===== src/inc/pcc_pkg.sv =====
// constants for the pixel chip configuration register bank
// assumes a single 125 mhz clock and a plain strobe register port
package pcc_pkg;

    // ==========================================================
    // register offsets (word addresses)
    localparam logic [7:0] ADDR_PIX_WINDOW  = 8'h00;
    localparam logic [7:0] ADDR_PIX_ROWSEL  = 8'h01;
    localparam logic [7:0] ADDR_PIX_COLSEL  = 8'h02;
    localparam logic [7:0] ADDR_PIXEL_WRITE_MODE    = 8'h03;
    localparam logic [7:0] ADDR_PGUARD_A    = 8'h04;
    localparam logic [7:0] ADDR_PGUARD_B    = 8'h05;
    localparam logic [7:0] ADDR_GGUARD_A    = 8'h06;
    localparam logic [7:0] ADDR_GGUARD_B    = 8'h07;
    localparam logic [7:0] ADDR_LEAK        = 8'h25;
    localparam logic [7:0] ADDR_COLRST      = 8'h2b;
    localparam logic [7:0] ADDR_RDTRIG      = 8'h34;
    localparam logic [7:0] ADDR_INJ         = 8'h36;
    localparam logic [7:0] ADDR_CAPRANGE    = 8'h3a;
    localparam logic [7:0] ADDR_PULSE_MASK  = 8'h3e;
    localparam logic [7:0] ADDR_PULSE_GO    = 8'h3f;
    localparam logic [7:0] ADDR_CLEAR_GO    = 8'h40;
    localparam logic [7:0] ADDR_MERGE       = 8'h46;
    localparam logic [7:0] ADDR_FMT_CFG     = 8'h4c;
    localparam logic [7:0] ADDR_OSC         = 8'h82;
    localparam logic [7:0] ADDR_FMT_SUM     = 8'h98;
    localparam logic [7:0] ADDR_ADC         = 8'h9b;

    // ==========================================================
    // pixel word fields
    localparam int PIX_EN_BIT     = 0;
    localparam int PIX_CAL_BIT    = 1;
    localparam int PIX_COLUMN_WIRED_OR_HIT_BIT  = 2;
    localparam int PIX_TRIM_LSB   = 3;
    localparam int PIX_SIGN_BIT   = 7;
    // pixel write mode fields
    localparam int MODE_ROW_AUTO  = 0;
    localparam int MODE_PARTIAL   = 1;
    localparam int MODE_BCAST     = 2;
    localparam int MODE_SAMPLE    = 3;
    localparam int MODE_UPSET     = 4;
    localparam int MODE_MULTI     = 5;
    // injection and range fields
    localparam int INJ_DIGITAL    = 7;
    localparam int INJ_ALT        = 6;
    localparam int CAP_RANGE_BIT  = 2;
    // pulse routing bits
    localparam int PULSE_CLR_LINK = 5;
    localparam int PULSE_CNT_RST  = 6;
    localparam int PULSE_CLR_CNT  = 7;
    localparam int PULSE_LINK_RST = 3;
    localparam int PULSE_ADC_GO   = 12;
    // merge fields
    localparam int MERGE_DBG_SEL  = 0;
    localparam int MERGE_CLK_SEL  = 8;
    localparam int MERGE_GATE     = 9;
    // format config fields
    localparam int FMT_RAW_BIT    = 7;
    localparam int FMT_MAXHIT_LSB = 0;
    localparam int FMT_MAXHIT_W   = 4;

    // ==========================================================
    // guard key, reset values and timing constants
    localparam logic [15:0] GUARD_KEY      = 16'hac75;
    localparam logic [15:0] MODE_RST       = 16'h0000;
    localparam logic [15:0] RDTRIG_RST     = 16'h0000;
    localparam logic [15:0] OSC_RST        = 16'h4100;
    localparam logic [7:0]  PIXEL_DEFAULT_GUARD    = 8'h00;
    localparam logic [15:0] GLOBAL_DEFAULT = 16'h0000;
    localparam logic [3:0]  DEFLOAD_CYCLES = 4'h8;
    localparam logic [3:0]  RD_DELAY_BASE  = 4'h2;
    localparam logic [3:0]  ADC_CONV_CYC   = 4'hc;

endpackage


===== src/hw/pcc_bank.sv =====
// configuration register bank of the pixel readout chip
// assumes one clock, async active-high reset, plain strobe register port
//
// Chosen here: the address-and-strobe port.
`timescale 1ns/10ps
module pcc_bank #(
    parameter int ROWS = 8,                    // pixel rows
    parameter int COLS = 8                     // pixel columns (even)
) (
    input  wire logic        clock,
    input  wire logic        rst,
    input  wire logic [7:0]  addr,
    input  wire logic [15:0] wdata,
    input  wire logic        wr,
    input  wire logic        rd,
    output logic      [15:0] rdata,
    input  wire logic        first_level_trigger,
    input  wire logic        read_trigger,
    input  wire logic [11:0] adc_sample,
    input  wire logic [15:0] dbg_word_pd,
    input  wire logic [15:0] dbg_word_cdr,
    output logic [7:0]       pixel_cfg_sel,
    output logic [15:0]      global_cfg_sel,
    output logic [15:0]      core_column_reset,
    output logic [15:0]      pulse_targets,
    output logic             readout_go,
    output logic             readout_clear,
    output logic [3:0]       general_purpose_output,
    output logic [7:0]       analog_ctrl
);

    // ==========================================================
    // storage
    logic [7:0]  pix_mem [ROWS*COLS];   // pixel words
    logic [15:0] row_sel;               // selected row
    logic [15:0] col_sel;               // selected column pair
    logic [15:0] pixel_write_mode;
    logic [15:0] pguard_a, pguard_b, gguard_a, gguard_b;
    logic [1:0]  leakage_and_gain_control;
    logic [15:0] core_column_reset_gate;
    logic [15:0] read_trigger_timing;
    logic [7:0]  injection_select;
    logic [15:0] capacitance_and_range;
    logic [15:0] pulse_routing_mask;
    logic [15:0] merge_options;
    logic [15:0] fmt_cfg;
    logic [14:0] oscillator_enables;
    logic [11:0] adc_result;
    logic [15:0] gcfg_prog;             // programmed global word
    logic [3:0]  defload_cnt;           // default load timer
    logic        pulse_go, clear_go;

    // one-bit-tolerant key compare, evaluated every cycle
    function automatic logic key_ok(input logic [15:0] v);
        logic [15:0] d;
        d = v ^ pcc_pkg::GUARD_KEY;
        return (d & (d - 16'h0001)) == 16'h0000;
    endfunction

    logic pix_guard_ok, glb_guard_ok;
    assign pix_guard_ok = key_ok(pguard_a) && key_ok(pguard_b);
    assign glb_guard_ok = key_ok(gguard_a) && key_ok(gguard_b);

    // ==========================================================
    // simple config registers
    always_ff @(posedge clock or posedge rst) begin
        if (rst) begin
            pixel_write_mode         <= pcc_pkg::MODE_RST;
            row_sel                  <= 16'h0000;
            col_sel                  <= 16'h0000;
            pguard_a                 <= 16'h0000;
            pguard_b                 <= 16'h0000;
            gguard_a                 <= 16'h0000;
            gguard_b                 <= 16'h0000;
            leakage_and_gain_control <= 2'h0;
            core_column_reset_gate   <= 16'h0000;
            read_trigger_timing      <= pcc_pkg::RDTRIG_RST;
            injection_select         <= 8'h00;
            capacitance_and_range    <= 16'h0000;
            pulse_routing_mask       <= 16'h0000;
            merge_options            <= 16'h0000;
            fmt_cfg                  <= 16'h0000;
            oscillator_enables       <= pcc_pkg::OSC_RST[14:0];
        end else if (wr) begin
            case (addr)
                pcc_pkg::ADDR_PIX_ROWSEL: row_sel <= wdata;
                pcc_pkg::ADDR_PIX_COLSEL: col_sel <= wdata;
                pcc_pkg::ADDR_PIXEL_WRITE_MODE:   pixel_write_mode <= wdata;
                pcc_pkg::ADDR_PGUARD_A:   pguard_a <= wdata;
                pcc_pkg::ADDR_PGUARD_B:   pguard_b <= wdata;
                pcc_pkg::ADDR_GGUARD_A:   gguard_a <= wdata;
                pcc_pkg::ADDR_GGUARD_B:   gguard_b <= wdata;
                pcc_pkg::ADDR_LEAK:       leakage_and_gain_control <= wdata[1:0];
                pcc_pkg::ADDR_COLRST:     core_column_reset_gate <= wdata;
                pcc_pkg::ADDR_RDTRIG:     read_trigger_timing <= wdata;
                pcc_pkg::ADDR_INJ:        injection_select <= wdata[7:0];
                pcc_pkg::ADDR_CAPRANGE:   capacitance_and_range <= wdata;
                pcc_pkg::ADDR_PULSE_MASK: pulse_routing_mask <= wdata;
                pcc_pkg::ADDR_MERGE:      merge_options <= wdata;
                pcc_pkg::ADDR_FMT_CFG:    fmt_cfg <= wdata;
                pcc_pkg::ADDR_OSC:        oscillator_enables <= wdata[14:0];
                default: ;
            endcase
        end
    end

    // ==========================================================
    // pixel window writes
    logic [15:0] pw;                  // write data for the window
    assign pw = wdata;
    always_ff @(posedge clock) begin
        if (!rst && wr && addr == pcc_pkg::ADDR_PIX_WINDOW) begin
            for (int c = 0; c < COLS; c++) begin
                if (row_sel < 16'(ROWS) &&
                    (pixel_write_mode[pcc_pkg::MODE_BCAST] ||
                     16'(c / 2) == col_sel)) begin
                    if (!pixel_write_mode[pcc_pkg::MODE_MULTI]) begin
                        pix_mem[row_sel*COLS + c] <= (c % 2 == 0) ? pw[7:0] : pw[15:8];
                    end else if (pixel_write_mode[pcc_pkg::MODE_PARTIAL]) begin
                        // five pixel bits per pixel in ten bits
                        pix_mem[row_sel*COLS + c][7:3] <=
                            (c % 2 == 0) ? pw[4:0] : pw[9:5];
                    end else begin
                        // three front-end bits per pixel
                        pix_mem[row_sel*COLS + c][2:0] <=
                            (c % 2 == 0) ? pw[2:0] : pw[7:5];
                    end
                end
            end
        end
    end

    // ==========================================================
    // global programmed word and default loading
    always_ff @(posedge clock or posedge rst) begin
        if (rst) begin
            defload_cnt <= 4'h0;
            gcfg_prog   <= 16'h0000;
        end else if (defload_cnt != pcc_pkg::DEFLOAD_CYCLES) begin
            defload_cnt <= defload_cnt + 4'h1;
            gcfg_prog   <= pcc_pkg::GLOBAL_DEFAULT;
        end else begin
            gcfg_prog <= {merge_options[7:0], injection_select};
        end
    end

    // configuration mux outputs
    always_ff @(posedge clock or posedge rst) begin
        if (rst) begin
            pixel_cfg_sel  <= pcc_pkg::PIXEL_DEFAULT_GUARD;
            global_cfg_sel <= pcc_pkg::GLOBAL_DEFAULT;
        end else begin
            pixel_cfg_sel  <= pix_guard_ok ? pix_mem[0] : pcc_pkg::PIXEL_DEFAULT_GUARD;
            global_cfg_sel <= glb_guard_ok ? gcfg_prog : pcc_pkg::GLOBAL_DEFAULT;
        end
    end

    // ==========================================================
    // pulse, clear, column reset, adc
    assign pulse_go = wr && addr == pcc_pkg::ADDR_PULSE_GO;
    assign clear_go = wr && addr == pcc_pkg::ADDR_CLEAR_GO;
    logic [3:0] adc_cnt;
    always_ff @(posedge clock or posedge rst) begin
        if (rst) begin
            pulse_targets     <= 16'h0000;
            core_column_reset <= 16'h0000;
            adc_cnt           <= 4'h0;
            adc_result        <= 12'h000;
        end else begin
            pulse_targets <= pulse_go ? pulse_routing_mask : 16'h0000;
            if (clear_go) begin
                pulse_targets[pcc_pkg::PULSE_LINK_RST] <=
                    pulse_routing_mask[pcc_pkg::PULSE_CLR_LINK];
                pulse_targets[pcc_pkg::PULSE_CNT_RST] <=
                    pulse_routing_mask[pcc_pkg::PULSE_CLR_CNT];
            end
            core_column_reset <= clear_go ? core_column_reset_gate : 16'h0000;
            if (pulse_go && pulse_routing_mask[pcc_pkg::PULSE_ADC_GO]) begin
                adc_cnt <= pcc_pkg::ADC_CONV_CYC;
            end else if (adc_cnt != 4'h0) begin
                adc_cnt <= adc_cnt - 4'h1;
                if (adc_cnt == 4'h1) begin
                    adc_result <= adc_sample;
                end
            end
        end
    end

    // ==========================================================
    // trigger timing
    logic [7:0] dec_cnt;
    logic       dec_busy, rt_seen;
    always_ff @(posedge clock or posedge rst) begin
        if (rst) begin
            dec_cnt       <= 8'h00;
            dec_busy      <= 1'b0;
            rt_seen       <= 1'b0;
            readout_go    <= 1'b0;
            readout_clear <= 1'b0;
        end else begin
            readout_go    <= 1'b0;
            readout_clear <= 1'b0;
            if (first_level_trigger && !dec_busy) begin
                dec_busy <= 1'b1;
                rt_seen  <= 1'b0;
                // decision time in high byte, read delay in low nibble
                // widen each term first so a large delay nibble keeps its carry
                dec_cnt  <= read_trigger_timing[15:8] +
                            8'(read_trigger_timing[3:0]) +
                            8'(pcc_pkg::RD_DELAY_BASE);
            end else if (dec_busy) begin
                if (read_trigger) rt_seen <= 1'b1;
                if (dec_cnt == 8'h00) begin
                    dec_busy      <= 1'b0;
                    readout_go    <= rt_seen || read_trigger;
                    readout_clear <= !(rt_seen || read_trigger);
                end else begin
                    dec_cnt <= dec_cnt - 8'h01;
                end
            end
        end
    end

    // ==========================================================
    // analog controls and debug output
    always_ff @(posedge clock or posedge rst) begin
        if (rst) begin
            analog_ctrl            <= 8'h00;
            general_purpose_output <= 4'h0;
        end else begin
            analog_ctrl <= {pixel_write_mode[pcc_pkg::MODE_SAMPLE],
                            merge_options[pcc_pkg::MERGE_CLK_SEL],
                            merge_options[pcc_pkg::MERGE_GATE],
                            capacitance_and_range[pcc_pkg::CAP_RANGE_BIT],
                            injection_select[pcc_pkg::INJ_DIGITAL],
                            injection_select[pcc_pkg::INJ_ALT],
                            leakage_and_gain_control};
            if (merge_options[pcc_pkg::MERGE_DBG_SEL]) begin
                general_purpose_output <= {dbg_word_pd[12], dbg_word_pd[8],
                                           dbg_word_pd[4], dbg_word_pd[0]};
            end else begin
                general_purpose_output <= {dbg_word_cdr[12], dbg_word_cdr[8],
                                           dbg_word_cdr[4], dbg_word_cdr[0]};
            end
        end
    end

    // summary mirrors config except bit 15 (sample mode) and bit 1 (max hits nonzero); raw map and max hits live in fmt_cfg
    logic [15:0] fmt_sum;
    always_comb begin
        fmt_sum     = fmt_cfg;
        fmt_sum[15] = pixel_write_mode[pcc_pkg::MODE_SAMPLE];
        fmt_sum[1]  = fmt_cfg[pcc_pkg::FMT_MAXHIT_LSB +: pcc_pkg::FMT_MAXHIT_W] != 4'h0;
    end

    // ==========================================================
    // read port, data one cycle after strobe
    always_ff @(posedge clock or posedge rst) begin
        if (rst) begin
            rdata <= 16'h0000;
        end else if (rd) begin
            case (addr)
                pcc_pkg::ADDR_PIX_WINDOW: rdata <= (row_sel < 16'(ROWS) && col_sel < 16'(COLS/2)) ?
                    {pix_mem[row_sel*COLS + col_sel*2 + 1],
                     pix_mem[row_sel*COLS + col_sel*2]} : 16'h0000;
                pcc_pkg::ADDR_PIX_ROWSEL: rdata <= row_sel;
                pcc_pkg::ADDR_PIX_COLSEL: rdata <= col_sel;
                pcc_pkg::ADDR_PIXEL_WRITE_MODE:   rdata <= pixel_write_mode;
                pcc_pkg::ADDR_PGUARD_A:   rdata <= pguard_a;
                pcc_pkg::ADDR_PGUARD_B:   rdata <= pguard_b;
                pcc_pkg::ADDR_GGUARD_A:   rdata <= gguard_a;
                pcc_pkg::ADDR_GGUARD_B:   rdata <= gguard_b;
                pcc_pkg::ADDR_LEAK:       rdata <= {14'h0000, leakage_and_gain_control};
                pcc_pkg::ADDR_COLRST:     rdata <= core_column_reset_gate;
                pcc_pkg::ADDR_RDTRIG:     rdata <= read_trigger_timing;
                pcc_pkg::ADDR_INJ:        rdata <= {8'h00, injection_select};
                pcc_pkg::ADDR_CAPRANGE:   rdata <= capacitance_and_range;
                pcc_pkg::ADDR_PULSE_MASK: rdata <= pulse_routing_mask;
                pcc_pkg::ADDR_MERGE:      rdata <= merge_options;
                pcc_pkg::ADDR_FMT_CFG:    rdata <= fmt_cfg;
                pcc_pkg::ADDR_OSC:        rdata <= {1'b0, oscillator_enables};
                pcc_pkg::ADDR_FMT_SUM:    rdata <= fmt_sum;
                pcc_pkg::ADDR_ADC:        rdata <= {4'h0, adc_result};
                default:                  rdata <= 16'h0000;
            endcase
        end else begin
            rdata <= 16'h0000;
        end
    end
endmodule


===== config.mk =====
export PLATFORM = sky130hd
export DESIGN_NAME = pcc_bank
export DESIGN_NICKNAME = d
export VERILOG_FILES = /design/src/inc/pcc_pkg.sv /design/src/hw/pcc_bank.sv
export SDC_FILE = /design/constraint.sdc
export NUM_CORES = 1
export LEC_CHECK = 0
export ABC_AREA = 1
export BUFFER_PORTS_ARGS = -buffer_cell sky130_fd_sc_hd__buf_2
export CORE_MARGIN = 4
export CORE_UTILIZATION = 40
export CTS_CLUSTER_SIZE = 10
export DETAILED_ROUTE_END_ITERATION = 10
export MAX_ROUTING_LAYER = met4
export PLACE_DENSITY = 0.66
export SLEW_MARGIN = 20
export SYNTH_ARGS = -nofsm -noshare
export SYNTH_HDL_FRONTEND = slang
export SYNTH_SLANG_ARGS = --single-unit

===== constraint.sdc =====
create_clock -name clock -period 12.34 [get_ports clock]
set_input_delay 0.617 -clock clock [delete_from_list [all_inputs] [get_ports clock]]
set_output_delay 0.617 -clock clock [all_outputs]
set_load 0.05 [all_outputs]

==> flow_metrics.tcl <==
set metrics [dict create \
    final.setup_skew_ps 30.3 \
    synth-edff-count 512 \
    achievable_frequency_ghz 0.246 \
    power.static_leakage_nw 17.5 \
    num-fill-cells 8756 \
    worst_setup_path_startpoint "col_sel[1]" \
    required_ps 12740 \
    drtIter0Drc 4152 \
    clk-insertion-delay-late_ps 700 \
    min_path_type "primary input to flop" \
    post_cts_resized 0 \
    cp-end-kind "flop" \
    post_route_cells_drive_above_1_share_pct 9.91 \
    postSynthRegisterBits 877 \
    final_min_period_over_clock_period_pct 32.9 \
    finalHoldWorstSlack_ps 96.2 \
    yosys_most_used_dff "sky130_fd_sc_hd__edfxtp_1" \
    detail-route-antenna-nets 0 \
    rrSetupSlack_ps 8280 \
    synth_top_area_share_pct 40.5 \
    r2r-start "col_sel[1]" \
    outcome "finished, final reports clean" \
    grt_pass1_wl_mm 181 \
    die_area_um2 99900 \
    post-cts-setup-buffer-count 0 \
    crit-reg2reg-capture "pix_mem[44][4]" \
    vias_in_the_first_global_route 27700 \
    synth_async_sr_flop_share_pct 41.6 \
    final-hold-violation-count 0 \
    postSynthAreaPerCell_um2 9.54 \
    grtUsageTotal_pct 25.3 \
    maxCapViolCount 0 \
    r2r.worst_path.cells 8 \
    setup_total_negative_slack_ps 0 \
    rsz0062_at_grt "no" \
    tritoncts "yes" \
    routedWlPerCell_um 22.8 \
    via_per_inst 5.40 \
    post_synth_inst_count 3981 \
    pin_count 160 \
    synth_top_cells_by_area "sky130_fd_sc_hd__edfxtp_1 41%, sky130_fd_sc_hd__dfrtp_1 24%, sky130_fd_sc_hd__nor2_1 8.6%" \
    clockRootBuffer "sky130_fd_sc_hd__clkbuf_16" \
    layout-area-overhead-vs-synth_pct 12.9 \
    vdd_ir_drop_max_mv 0.117 \
    final_design_utilization_pct 45.7 \
    ctsHtreeMaxLevel 3 \
    cellPowerDensity_nw_per_um2 152 \
    dpl_worst_slack_ps 8310 \
    synth_top_cells_by_count "869 x sky130_fd_sc_hd__nor2_1, 814 x sky130_fd_sc_hd__nand2_1, 512 x sky130_fd_sc_hd__edfxtp_1" \
    worst_pin_slew_ps 1200 \
    port_buffers 135 \
    grt_max_degree 172 \
    finish.net_count 4196 \
    cp_max_fo 26 \
    hold_buffers 0 \
    dieWidth_um 316 \
    cts.sink_count 877 \
    worst_setup_path_category "flop to flop" \
    fin_area_um2 42900 \
    drt_pre_antenna_iters 6 \
    synth_most_common_cell "sky130_fd_sc_hd__nor2_1" \
    synth_cell_type_count 44 \
    place.gp.congestion 0.951 \
    via_count 29300 \
    slew_viol_final 0 \
    timing.critical_path.arrival_ps 4460 \
    setup_viol_count_final 0 \
    remaining_drc_errors 0 \
    yosys_warnings 0 \
    final_global_route_overflow_total 0 \
    floorplan.die.height_um 316 \
    finalWorstSetupSlack_ps 8280 \
    maxSlewHeadroom_pct 19.3 \
    min_period_ps 4060 \
    top_register "pix_mem" \
    mappedNetlistArea_um2 38000 \
    drt-total-wl_mm 124 \
    core_area_um2 93700 \
    initial_antenna_violation_count 7 \
    placed_cell_area_um2 40000 \
    num_rows 112 \
    worstSetupStartpointType "flop" \
    clockBufferDepth 3 \
    number_of_flip_flops_in_the_largest_register 512 \
    tritoncts.num_buffers 100 \
    clk_pin_slew_ps 60 \
    initial_utilization_pct 40.5 \
    detailedPlacementHpwl_mm 81.2 \
    timing.critical_path.to "pix_mem[44][4]" \
    synth.net_count 4071 \
    yosys.area.top_type "sky130_fd_sc_hd__edfxtp_1" \
    synth_seq_area_share_pct 64.6 \
]
[layout make-up]
class | count | area [um2] | share of cell area, %
diodes | 5 | 12.5 | 0.0292
clock buffers | 144 | 2710 | 6.32
clock inverters | 11 | 194 | 0.452
inverters | 322 | 1220 | 2.84
multi-input cells | 2611 | 11500 | 26.9
flip-flops and latches | 877 | 24500 | 57.2
well taps | 1254 | 1570 | 3.66
repair buffers | 194 | 1130 | 2.64
[worst min path at each step]
| stage | endpoint | start | slack (ps) | cells after the start |
|---|---|---|---|---|
| 2_1_floorplan | analog_ctrl[4] | capacitance_and_range[2] | 370 | 0 |
| 3_3_place_gp | analog_ctrl[4] | capacitance_and_range[2] | 410 | 0 |
| 3_5_place_dp | analog_ctrl[4] | capacitance_and_range[2] | 420 | 0 |
| 4_1_cts | readout_clear | read_trigger | 70 | 2 |
| 5_1_grt | readout_clear | read_trigger | 90 | 2 |
| 6_report | readout_clear | read_trigger | 100 | 2 |
[critical path: stages (launching register included)]
cell,delay (ps)
sky130_fd_sc_hd__dfrtp_1,330
sky130_fd_sc_hd__buf_4,320
sky130_fd_sc_hd__inv_2,400
sky130_fd_sc_hd__nor2_4,160
sky130_fd_sc_hd__buf_4,420
sky130_fd_sc_hd__nand4_1,140
sky130_fd_sc_hd__a21oi_1,420
sky130_fd_sc_hd__nand2_1,750
sky130_fd_sc_hd__o21ai_1,780
[kinds of logic (layout without fill, tap and decap cells)]
kind of cell / after synthesis / in the layout / synth area share (%)
simple gates: 2118 / 2118 / 22.9
fa+ha+maj: 16 / 16 / 0.567
mux: 12 / 12 / 0.356
xor+xnor: 7 / 7 / 0.201
compound gates: 458 / 458 / 6.15
flops: 877 / 877 / 64.6
buf+inv: 493 / 671 / 5.24
other cells: 0 / 5 / 0
[report_power, final]
part / switching, mW / total [mW] / leakage [nW] / internal (mW)
combinational: 0.365 / 0.515 / 6.56 / 0.150
sequential: 0.0746 / 3.27 / 9.57 / 3.20
clock: 1.19 / 2.73 / 1.40 / 1.54
total: 1.63 / 6.52 / 17.5 / 4.88
[metal layers]
metal | vias up | wire length, um | track usage [%]
li1 | 13300 | - | -
met1 | 14000 | 49600 | 34.0
met2 | 1642 | 54700 | 37.5
met3 | 332 | 13100 | 5.29
met4 | 0 | 6210 | 11.1
met5 | - | 0 | -
[cells in the final DEF, fill, tap and decap left out, types with 4 or more instances in the layout]
cell type,n
sky130_fd_sc_hd__a21boi_0,5
sky130_fd_sc_hd__a21oi_1,65
sky130_fd_sc_hd__buf_2,135
sky130_fd_sc_hd__buf_4,58
sky130_fd_sc_hd__clkbuf_1,40
sky130_fd_sc_hd__clkbuf_16,100
sky130_fd_sc_hd__clkbuf_8,4
sky130_fd_sc_hd__clkinv_1,6
sky130_fd_sc_hd__dfrtp_1,363
sky130_fd_sc_hd__diode_2,5
sky130_fd_sc_hd__edfxtp_1,512
sky130_fd_sc_hd__ha_1,13
sky130_fd_sc_hd__inv_1,303
sky130_fd_sc_hd__inv_16,5
sky130_fd_sc_hd__inv_2,13
sky130_fd_sc_hd__mux2_2,12
sky130_fd_sc_hd__nand2_1,811
sky130_fd_sc_hd__nand2_2,6
sky130_fd_sc_hd__nand3_1,318
sky130_fd_sc_hd__nand3b_1,5
sky130_fd_sc_hd__nand4_1,44
sky130_fd_sc_hd__nor2_1,851
sky130_fd_sc_hd__nor2_2,29
sky130_fd_sc_hd__nor2_4,5
sky130_fd_sc_hd__nor3_1,12
sky130_fd_sc_hd__o21ai_0,312
sky130_fd_sc_hd__o21ai_1,59
sky130_fd_sc_hd__o22ai_1,8
sky130_fd_sc_hd__or2_2,24
sky130_fd_sc_hd__xor2_1,4
[per-stage QoR]
step | power (mW) | std cells
2_1_floorplan | 3.64 | 3981
6_report | 6.52 | 5418
4_1_cts | 6.52 | 5413
3_5_place_dp | 3.83 | 5258
5_1_grt | 6.73 | 5416
3_3_place_gp | 3.82 | 5258
Power figures use the tool's default switching activity.
